### config.mk
export PLATFORM = sky130hd
export DESIGN_NAME = timer_output_compare
export DESIGN_NICKNAME = d
export VERILOG_FILES = /design/src/rtl/timer_oc_pkg.sv /design/src/rtl/capture_edge_if.sv /design/src/rtl/timer_output_compare.sv /design/src/rtl/pin_edge_sync.sv
export SDC_FILE = /design/constraint.sdc
export NUM_CORES = 1
export LEC_CHECK = 0
export BUFFER_PORTS_ARGS = -buffer_cell sky130_fd_sc_hd__buf_2
export CAP_MARGIN = 20
export CORE_MARGIN = 2
export CORE_UTILIZATION = 55
export CTS_BUF_LIST = sky130_fd_sc_hd__clkbuf_8
export DETAILED_ROUTE_END_ITERATION = 10
export PLACE_DENSITY = 0.85
export SLEW_MARGIN = 10
export SYNTH_ARGS = -nofsm -noshare
export SYNTH_HDL_FRONTEND = slang
export SYNTH_SLANG_ARGS = --single-unit
### constraint.sdc
create_clock -name clk_i -period 4.55 [get_ports clk_i]
set_input_delay 0.91 -clock clk_i [delete_from_list [all_inputs] [get_ports clk_i]]
set_output_delay 0.91 -clock clk_i [all_outputs]
set_load 0.02 [all_outputs]
### src/rtl/timer_oc_pkg.sv
// register map, field positions and reset values of the output compare block
package timer_oc_pkg;
  // ---------------------------------------------------------------
  // register byte offsets, one word each
  // ---------------------------------------------------------------
  localparam logic [7:0] CTRL_ONE_OFF     = 8'h00;
  localparam logic [7:0] CTRL_TWO_OFF     = 8'h04;
  localparam logic [7:0] FLAG_OFF         = 8'h08;
  localparam logic [7:0] CMP_ONE_HIGH_OFF = 8'h0c;
  localparam logic [7:0] CMP_ONE_LOW_OFF  = 8'h10;
  localparam logic [7:0] CMP_TWO_HIGH_OFF = 8'h14;
  localparam logic [7:0] CMP_TWO_LOW_OFF  = 8'h18;
  localparam logic [7:0] CAP_ONE_HIGH_OFF = 8'h1c;
  localparam logic [7:0] CAP_ONE_LOW_OFF  = 8'h20;
  localparam logic [7:0] CAP_TWO_HIGH_OFF = 8'h24;
  localparam logic [7:0] CAP_TWO_LOW_OFF  = 8'h28;
  // ---------------------------------------------------------------
  // timer_control_one fields
  // ---------------------------------------------------------------
  localparam int LVL_ONE_BIT   = 0;
  localparam int LVL_TWO_BIT   = 1;
  localparam int FORCE_ONE_BIT = 2;
  localparam int FORCE_TWO_BIT = 3;
  localparam int EDGE_ONE_BIT  = 4;
  localparam int CMP_IRQ_BIT   = 5;
  localparam int CAP_IRQ_BIT   = 6;
  // ---------------------------------------------------------------
  // timer_control_two fields
  // ---------------------------------------------------------------
  localparam int PIN_EN_ONE_BIT   = 0;
  localparam int PIN_EN_TWO_BIT   = 1;
  localparam int SINGLE_PULSE_BIT = 2;
  localparam int PWM_BIT          = 3;
  localparam int EDGE_TWO_BIT     = 4;
  // ---------------------------------------------------------------
  // write masks and reset values
  // ---------------------------------------------------------------
  localparam logic [7:0]  CTRL_ONE_WMASK     = 8'h73;
  localparam logic [7:0]  CTRL_TWO_WMASK     = 8'h1f;
  localparam logic [7:0]  CTRL_RESET         = 8'h00;
  localparam logic [15:0] CMP_RESET          = 16'h8000;
  localparam logic [15:0] CAP_RESET          = 16'h0000;
  localparam logic [15:0] PULSE_COUNT_LOAD   = 16'hfffc;
  localparam logic [15:0] PULSE_CAPTURE_LOAD = 16'hfffd;
endpackage

### src/rtl/capture_edge_if.sv
// filtered levels and edge pulses of the two capture pins
interface capture_edge_if;
  logic [1:0] level; // filtered pin level
  logic [1:0] rise;  // one-cycle rising edge pulse
  logic [1:0] fall;  // one-cycle falling edge pulse
  modport source (output level, rise, fall);
  modport sink   (input level, rise, fall);
endinterface

### src/rtl/timer_output_compare.sv
// output compare and single pulse section of a 16-bit timer

//Contract
//- compare both values to counter every cycle
//- compare values reset to 8000h
//- compare values software owned, hardware never changes
//- match with pin enable drives level
//- compare pin latches low during reset
//- interrupt needs enable and cleared mask
//- pin disabled: no level, interrupt allowed
//- flag clears: flag read then low access
//- high byte write inhibits compare
//- low byte write re-enables, clears flag
//- flag and pin set while equal
//- force copies level, no flag, no interrupt
//- force ignored in pulse or width modes
//- control two bit selects single pulse
//- trigger edge: load counter, pulse level, capture
//- trigger capture flag may raise interrupt
//- match one ends pulse with post level
//- single pulse: flag one never set
//- width mode overrides single pulse mode
//- single pulse: capture one not ordinary capture
//- single pulse: compare two drives no pin
module timer_output_compare (
  input  wire logic        clk_i,
  input  wire logic        rst_i,
  input  wire logic        cyc_i,
  input  wire logic        stb_i,
  input  wire logic        we_i,
  input  wire logic [7:0]  adr_i,
  input  wire logic [3:0]  sel_i,
  input  wire logic [31:0] dat_i,
  output logic      [31:0] dat_o,
  output logic             ack_o,
  input  wire logic [15:0] counter_i,
  input  wire logic        cpu_irq_mask_i,
  input  wire logic        capture_input_one_i,
  input  wire logic        capture_input_two_i,
  output logic      [1:0]  compare_output_pin_o,
  output logic      [1:0]  compare_output_oe_o,
  output logic             counter_load_o,
  output logic             timer_irq_o
);
  // ---------------------------------------------------------------
  // state
  // ---------------------------------------------------------------
  logic        ack;           // bus answer
  logic [31:0] rd_q;          // read data register
  logic [7:0]  ctrl_one;      // timer_control_one
  logic [7:0]  ctrl_two;      // timer_control_two
  logic [15:0] cmp_val [2];   // compare_value_reg per function
  logic [1:0]  inhibit;       // high byte written, low pending
  logic [1:0]  cmp_armed;     // flag read while set
  logic [1:0]  cmp_flag;      // compare_flag per function
  logic [1:0]  pin_q;         // compare pin latches
  logic [15:0] cap_val [2];   // capture_value per function
  logic [1:0]  cap_armed;     // capture flag read while set
  logic [1:0]  cap_flag;      // capture_flag per function
  logic        load_q;        // counter reload pulse
  logic        irq_q;         // timer interrupt request

  // ---------------------------------------------------------------
  // capture pin synchroniser
  // ---------------------------------------------------------------
  capture_edge_if cap_edges ();

  pin_edge_sync u_sync (
    .clk_i (clk_i),
    .rst_i (rst_i),
    .pin_i ({capture_input_two_i, capture_input_one_i}),
    .edges (cap_edges)
  );

  // ---------------------------------------------------------------
  // bus decode
  // ---------------------------------------------------------------
  wire bus_req  = cyc_i & stb_i;           // request present
  wire bus_take = bus_req & ack;           // edge where access acts
  wire bus_wr   = bus_take & we_i & sel_i[0];
  wire bus_rd   = bus_take & ~we_i;
  wire flag_rd  = bus_rd & (adr_i == timer_oc_pkg::FLAG_OFF);
  wire ctrl_one_wr = bus_wr & (adr_i == timer_oc_pkg::CTRL_ONE_OFF);
  wire ctrl_two_wr = bus_wr & (adr_i == timer_oc_pkg::CTRL_TWO_OFF);

  // ---------------------------------------------------------------
  // mode and field decode
  // ---------------------------------------------------------------
  wire pwm_on = ctrl_two[timer_oc_pkg::PWM_BIT];
  // width mode wins when both mode bits are set
  wire pulse_mode = ctrl_two[timer_oc_pkg::SINGLE_PULSE_BIT] & ~pwm_on;
  wire [1:0] level  = {ctrl_one[timer_oc_pkg::LVL_TWO_BIT],
                       ctrl_one[timer_oc_pkg::LVL_ONE_BIT]};
  wire [1:0] pin_en = {ctrl_two[timer_oc_pkg::PIN_EN_TWO_BIT],
                       ctrl_two[timer_oc_pkg::PIN_EN_ONE_BIT]};
  wire [1:0] edge_sel = {ctrl_two[timer_oc_pkg::EDGE_TWO_BIT],
                         ctrl_one[timer_oc_pkg::EDGE_ONE_BIT]};
  wire cmp_irq_en = ctrl_one[timer_oc_pkg::CMP_IRQ_BIT];
  wire cap_irq_en = ctrl_one[timer_oc_pkg::CAP_IRQ_BIT];
  // force bits act on the write only, never stored
  wire force_ok = ctrl_one_wr & ~pulse_mode & ~pwm_on;
  // levels written together with the force bits are the ones copied
  wire [1:0] force_lvl = {dat_i[timer_oc_pkg::LVL_TWO_BIT],
                          dat_i[timer_oc_pkg::LVL_ONE_BIT]};
  wire [1:0] force_req = {2{force_ok}} &
                         {dat_i[timer_oc_pkg::FORCE_TWO_BIT],
                          dat_i[timer_oc_pkg::FORCE_ONE_BIT]};
  // active capture edges per pin
  wire [1:0] cap_ev = (edge_sel & cap_edges.rise) |
                      (~edge_sel & cap_edges.fall);
  wire pulse_trig = pulse_mode & cap_ev[0];

  // ---------------------------------------------------------------
  // control registers
  // ---------------------------------------------------------------
  // reserved and force bits are masked on the way in
  always_ff @(posedge clk_i) begin
    if (rst_i) begin
      ctrl_one <= timer_oc_pkg::CTRL_RESET;
      ctrl_two <= timer_oc_pkg::CTRL_RESET;
    end else begin
      if (ctrl_one_wr)
        ctrl_one <= dat_i[7:0] & timer_oc_pkg::CTRL_ONE_WMASK;
      if (ctrl_two_wr)
        ctrl_two <= dat_i[7:0] & timer_oc_pkg::CTRL_TWO_WMASK;
    end
  end

  // ---------------------------------------------------------------
  // compare functions
  // ---------------------------------------------------------------
  logic [1:0] match;   // equal and not inhibited
  logic [1:0] hi_wr;   // high byte written
  logic [1:0] lo_wr;   // low byte written
  logic [1:0] lo_acc;  // low byte read or written
  logic [1:0] set_cmp; // hardware sets flag

  for (genvar g = 0; g < 2; g++) begin : g_cmp
    localparam logic [7:0] HI_OFF = (g == 0) ? timer_oc_pkg::CMP_ONE_HIGH_OFF
                                             : timer_oc_pkg::CMP_TWO_HIGH_OFF;
    localparam logic [7:0] LO_OFF = (g == 0) ? timer_oc_pkg::CMP_ONE_LOW_OFF
                                             : timer_oc_pkg::CMP_TWO_LOW_OFF;
    assign hi_wr[g]  = bus_wr & (adr_i == HI_OFF);
    assign lo_wr[g]  = bus_wr & (adr_i == LO_OFF);
    assign lo_acc[g] = bus_take & (adr_i == LO_OFF);
    // compared every cycle, true while the values are equal and the function is not inhibited
    assign match[g] = (counter_i == cmp_val[g]) & ~inhibit[g];
    // function one never flags in single pulse mode
    assign set_cmp[g] = match[g] & ~(g == 0 & pulse_mode);

    // value: only software writes it
    always_ff @(posedge clk_i) begin
      if (rst_i) begin
        cmp_val[g] <= timer_oc_pkg::CMP_RESET;
      end else if (hi_wr[g]) begin
        cmp_val[g][15:8] <= dat_i[7:0];
      end else if (lo_wr[g]) begin
        cmp_val[g][7:0] <= dat_i[7:0];
      end
    end

    // high write holds compare off until the low write
    always_ff @(posedge clk_i) begin
      if (rst_i)
        inhibit[g] <= 1'b0;
      else if (hi_wr[g])
        inhibit[g] <= 1'b1;
      else if (lo_wr[g])
        inhibit[g] <= 1'b0;
    end

    // first clearing step: status read while flag set
    always_ff @(posedge clk_i) begin
      if (rst_i)
        cmp_armed[g] <= 1'b0;
      else if (flag_rd)
        cmp_armed[g] <= cmp_flag[g];
      else if (lo_acc[g])
        cmp_armed[g] <= 1'b0;
    end

    // sticky flag, a new match beats any clear
    always_ff @(posedge clk_i) begin
      if (rst_i)
        cmp_flag[g] <= 1'b0;
      else if (set_cmp[g])
        cmp_flag[g] <= 1'b1;
      else if (lo_wr[g] | (lo_acc[g] & cmp_armed[g]))
        cmp_flag[g] <= 1'b0;
    end
  end

  // ---------------------------------------------------------------
  // compare pins
  // ---------------------------------------------------------------
  // pin one in single pulse mode: trigger starts, match one ends
  always_ff @(posedge clk_i) begin
    if (rst_i)
      pin_q[0] <= 1'b0;
    else if (pulse_mode & pulse_trig)
      pin_q[0] <= level[1];
    else if (pulse_mode & match[0])
      pin_q[0] <= level[0];
    else if (~pulse_mode & match[0] & pin_en[0])
      pin_q[0] <= level[0];
    else if (force_req[0])
      pin_q[0] <= force_lvl[0];
  end

  // pin two holds still in single pulse mode
  always_ff @(posedge clk_i) begin
    if (rst_i)
      pin_q[1] <= 1'b0;
    else if (pulse_mode)
      pin_q[1] <= pin_q[1];
    else if (match[1] & pin_en[1])
      pin_q[1] <= level[1];
    else if (force_req[1])
      pin_q[1] <= force_lvl[1];
  end

  // pin is released to the port logic when not enabled
  assign compare_output_pin_o = pin_q;
  assign compare_output_oe_o  = pin_en;

  // ---------------------------------------------------------------
  // capture functions
  // ---------------------------------------------------------------
  logic [1:0] cap_lo_acc; // capture low byte accessed
  logic [1:0] set_cap;    // hardware sets capture flag

  for (genvar g = 0; g < 2; g++) begin : g_cap
    localparam logic [7:0] LO_OFF = (g == 0) ? timer_oc_pkg::CAP_ONE_LOW_OFF
                                             : timer_oc_pkg::CAP_TWO_LOW_OFF;
    assign cap_lo_acc[g] = bus_take & (adr_i == LO_OFF);
    // pin one is cut off in width mode
    assign set_cap[g] = cap_ev[g] & ~(g == 0 & pwm_on);

    // captured value; pin one loads the fixed trigger value
    always_ff @(posedge clk_i) begin
      if (rst_i)
        cap_val[g] <= timer_oc_pkg::CAP_RESET;
      else if (g == 0 & pulse_trig)
        cap_val[g] <= timer_oc_pkg::PULSE_CAPTURE_LOAD;
      else if (set_cap[g] & ~(g == 0 & pulse_mode))
        cap_val[g] <= counter_i;
    end

    // clearing arm for the capture flag
    always_ff @(posedge clk_i) begin
      if (rst_i)
        cap_armed[g] <= 1'b0;
      else if (flag_rd)
        cap_armed[g] <= cap_flag[g];
      else if (cap_lo_acc[g])
        cap_armed[g] <= 1'b0;
    end

    // sticky capture flag, set beats clear
    always_ff @(posedge clk_i) begin
      if (rst_i)
        cap_flag[g] <= 1'b0;
      else if (set_cap[g])
        cap_flag[g] <= 1'b1;
      else if (cap_lo_acc[g] & cap_armed[g])
        cap_flag[g] <= 1'b0;
    end
  end

  // ---------------------------------------------------------------
  // counter reload and interrupt request
  // ---------------------------------------------------------------
  wire cmp_pend = |cmp_flag & cmp_irq_en;
  wire cap_pend = |cap_flag & cap_irq_en;

  // reload asks the counter for the trigger start value
  always_ff @(posedge clk_i) begin
    if (rst_i) begin
      load_q <= 1'b0;
      irq_q  <= 1'b0;
    end else begin
      load_q <= pulse_trig;
      irq_q  <= ~cpu_irq_mask_i & (cmp_pend | cap_pend);
    end
  end

  assign counter_load_o = load_q;
  assign timer_irq_o    = irq_q;

  // ---------------------------------------------------------------
  // bus answer and read data
  // ---------------------------------------------------------------
  wire [7:0] rd_byte =
    (adr_i == timer_oc_pkg::CTRL_ONE_OFF)     ? ctrl_one :
    (adr_i == timer_oc_pkg::CTRL_TWO_OFF)     ? ctrl_two :
    (adr_i == timer_oc_pkg::FLAG_OFF)         ? {4'h0, cap_flag, cmp_flag} :
    (adr_i == timer_oc_pkg::CMP_ONE_HIGH_OFF) ? cmp_val[0][15:8] :
    (adr_i == timer_oc_pkg::CMP_ONE_LOW_OFF)  ? cmp_val[0][7:0] :
    (adr_i == timer_oc_pkg::CMP_TWO_HIGH_OFF) ? cmp_val[1][15:8] :
    (adr_i == timer_oc_pkg::CMP_TWO_LOW_OFF)  ? cmp_val[1][7:0] :
    (adr_i == timer_oc_pkg::CAP_ONE_HIGH_OFF) ? cap_val[0][15:8] :
    (adr_i == timer_oc_pkg::CAP_ONE_LOW_OFF)  ? cap_val[0][7:0] :
    (adr_i == timer_oc_pkg::CAP_TWO_HIGH_OFF) ? cap_val[1][15:8] :
    (adr_i == timer_oc_pkg::CAP_TWO_LOW_OFF)  ? cap_val[1][7:0] :
    8'h00;

  // one wait state, unmapped reads return zero
  always_ff @(posedge clk_i) begin
    if (rst_i) begin
      ack  <= 1'b0;
      rd_q <= 32'h0000_0000;
    end else begin
      ack <= bus_req & ~ack;
      if (bus_req & ~ack)
        rd_q <= {24'h00_0000, rd_byte};
    end
  end

  assign ack_o = ack;
  assign dat_o = rd_q;
endmodule

### src/rtl/pin_edge_sync.sv
// three-stage synchroniser and edge detector for the capture pins
module pin_edge_sync (
  input  wire logic       clk_i,
  input  wire logic       rst_i,
  input  wire logic [1:0] pin_i,
  capture_edge_if.source  edges
);
  // ---------------------------------------------------------------
  // per pin synchroniser
  // ---------------------------------------------------------------
  logic [1:0] s1;     // first stage, read only by s2
  logic [1:0] s2;     // second stage
  logic [1:0] s3;     // third stage
  logic [1:0] lvl;    // agreed level
  logic [1:0] primed; // first agreement after reset seen
  logic [1:0] rise_q; // rising edge pulse
  logic [1:0] fall_q; // falling edge pulse

  for (genvar g = 0; g < 2; g++) begin : g_pin
    // a change counts once stages two and three agree
    always_ff @(posedge clk_i) begin
      if (rst_i) begin
        s1[g]     <= 1'b0;
        s2[g]     <= 1'b0;
        s3[g]     <= 1'b0;
        lvl[g]    <= 1'b0;
        primed[g] <= 1'b0;
        rise_q[g] <= 1'b0;
        fall_q[g] <= 1'b0;
      end else begin
        s1[g] <= pin_i[g];
        s2[g] <= s1[g];
        s3[g] <= s2[g];
        if (s2[g] == s3[g]) begin
          // first agreement only loads the level, no false edge
          primed[g] <= 1'b1;
          lvl[g]    <= s3[g];
          rise_q[g] <= primed[g] & s3[g] & ~lvl[g];
          fall_q[g] <= primed[g] & ~s3[g] & lvl[g];
        end else begin
          rise_q[g] <= 1'b0;
          fall_q[g] <= 1'b0;
        end
      end
    end
  end

  assign edges.level = lvl;
  assign edges.rise  = rise_q;
  assign edges.fall  = fall_q;
endmodule

==> results.yml <==
outcome:
  status: "completed"
logic_synthesis:
  async_flop_share_pct: 0
  yosysWarnings: 0
  synth_top_area_cell: "edfxtp_1"
  ys_ff_latch: 111
  synthMuxAreaShare_pct: 2.592
  synth_top_family_by_area: "simple AND/OR/NAND/NOR gates"
  syn_area_per_cell_um2: 10.12
  synth_xor_area_share_pct: 5.228
  synthDistinctLibCells: 64
  synth_area_leaders: "edfxtp_1 34%, dfxtp_1 17%, and2_1 5.6%"
  netlist_area_um2: 5695
  yosysSeqAreaShare_pct: 50.26
  synth_simple_gate_area_share_pct: 21.05
  synth-compound-area-share_pct: 14.76
  synth_edf_count: 64
  synthDominantCellAreaShare_pct: 33.74
  syn_inst: 563
  synth-main-ff-cell: "edfxtp_1"
  synth_fa_ha_area_share_pct: 0
sta:
  worst_pin_slew_ns: 1.096
  rsz0062_at_grt: "false"
  timing.setup.tns_ns: 0
  period_needed_ns: 2.917
  setup_viol_count_final: 0
  min_period_over_period_pct: 64.10
  report.final.slew_viol_count: 0
  skew_ns: 0.01489
  fin_ws_ns: 1.633
  slew_headroom_pct: 26.23
  max_freq_mhz: 342.9
  hold_viol: 0
cells_and_area:
  final_common_cell: "edfxtp_1"
  nets: 676
  areaGrowthSynthToFinish_pct: 8.743
  finish.utilization_pct: 60.81
  most-common-layout-cells: "64 x edfxtp_1, 55 x buf_2, 51 x and2_1"
  layout.cells.non_filler: 749
  drive_gt1_share_pct: 15.82
  antenna_cells: 0
detailed_routing:
  drc: 0
  wl_per_cell_um: 20.01
  drt-total-wl_mm: 14.98
  via_count: 4589
  highest_layer: "met4"
  m1WireLength_mm: 6.095
  drt_iter0_markers: 426
  wl_met2_mm: 7.104
  via_per_inst: 6.127
  dr_wl_met3_mm: 1.315
  postRouteAntennaNets: 0
  first_pass_iters: 5
global_route:
  grt_pass1_wl_mm: 23.59
  grt_max_degree: 43
  track_usage_pct: 27.83
  antenna_found_initial: 0
  grt_overflow_total: 0
  first_global_vias: 4344
clock_tree:
  cts-htree-levels: 3
  clkTransAtPathRegs_ns: 0.10
  cts_buffer_depth: 2
  cts_setup_buffers: 0
  clockRootBuffer: "clkbuf_8"
  cts-resized-gates: 0
  clock_latency_ns: 0.39
  ctsHoldBuffers: 0
  cts_inserted_buffers: 9
  cts_tree: "built"
  cts.sinks: 111
critical_path:
  critPathSlowestCell: "o21ai_0"
  cp-start-kind: "primary input"
  crit_type: "in2reg"
  r2r_slack_ns: 2.07
  worstPathCellList: "buf_2 > nor2b_1 > nand2_1 > o21ai_0"
  cp_data_arrival_time_ns: 2.93
  worstPathRequired_ns: 4.56
  max_stage_delay_ns: 0.84
  cp_max_fo: 42
  end_kind: "register"
hold_path:
  hp-class: "reg2reg"
job:
  drv_cap: 0
power_and_ir_drop:
  ir_drop_mv: 0.1456
  total_leakage_power_uw: 0.002290
  power_density_nw_per_um2: 304.5
  total_power_uw: 1886
floorplanning:
  ioPinCount: 107
  die_h_um: 105.8
  start_util_pct: 55.92
  die_width_um: 105.8
  core_area_um2: 10180
  rows: 37
  dieArea_um2: 11190
placement:
  numPortBuffers: 55
  dp.cells: 733
  gp_congestion: 0.9664
  detailedPlace.worstSlack_ns: 1.250
  place_hpwl_mm: 10.88
metal layers:
layer  up-vias  global-route usage [%]
li1       2065                       -
met1      2205                   37.70
met2       271                   45.25
met3        48                   4.638
met4         0                   10.06
met5         -                       0
cell families after synthesis:
logic type / Yosys count
other cells: 1
compound gates: 126
flops: 111
simple gates: 213
buf+inv: 64
mux: 14
xor+xnor: 34
where the power goes:
group	switching, µW	internal [µW]
Sequential	15.9	1080
Combinational	121	54.7
Clock	351	261
stage by stage:
step	hold slack [ns]	instance area [µm²]
after floorplan	0.4138	5782
after global placement	0.4374	5986
after detailed placement	0.4387	5993
after CTS	0.4633	6193
after global routing	0.4722	6193
final	0.4611	6193
final cells by class:
type                    count  area, µm²
inverters                  13      48.80
repair buffers             62      327.8
clock inverters             7      76.32
clock buffers               9      123.9
multi-input cells         411       2584
fillers                   860       3991
well taps                 136      170.2
flip-flops and latches    111       2863
sequential cells by signal (all words and copies together) (netlist names), 5 cells and up:
register / count
ctrl_one: 5
ctrl_two: 5
dat_o: 8
cmp_val: 32
cap_val: 32
critical path, delay by kind of cell:
family          cells  cell delay, ns
compound gates      1            0.84
buf+inv             1            0.64
simple gates        2            0.53
cell usage after synthesis, types with 13 or more instances:
master    count
o22ai_1      13
nor2_1       39
edfxtp_1     64
o21ai_0      20
a22oi_1      13
nor2b_1      16
and2_1       51
o21a_1       16
a21oi_1      28
dfxtp_1      47
inv_1        13
clkbuf_1     20
nand3_1      17
xnor2_1      22
nand2_1      34
buf_4        27
final timing paths:
check,start,endpoint,cells after the start
worst max-delay path,adr_i[2],cmp_val[1][13],4
worst min-delay path,u_sync.s1[0],u_sync.s2[0],1
worst max register to register,cmp_val[1][10],compare_output_pin_o[1],6
worst min register to register,u_sync.s1[0],u_sync.s2[0],1
No activity file was read; power rests on OpenSTA's default activity.
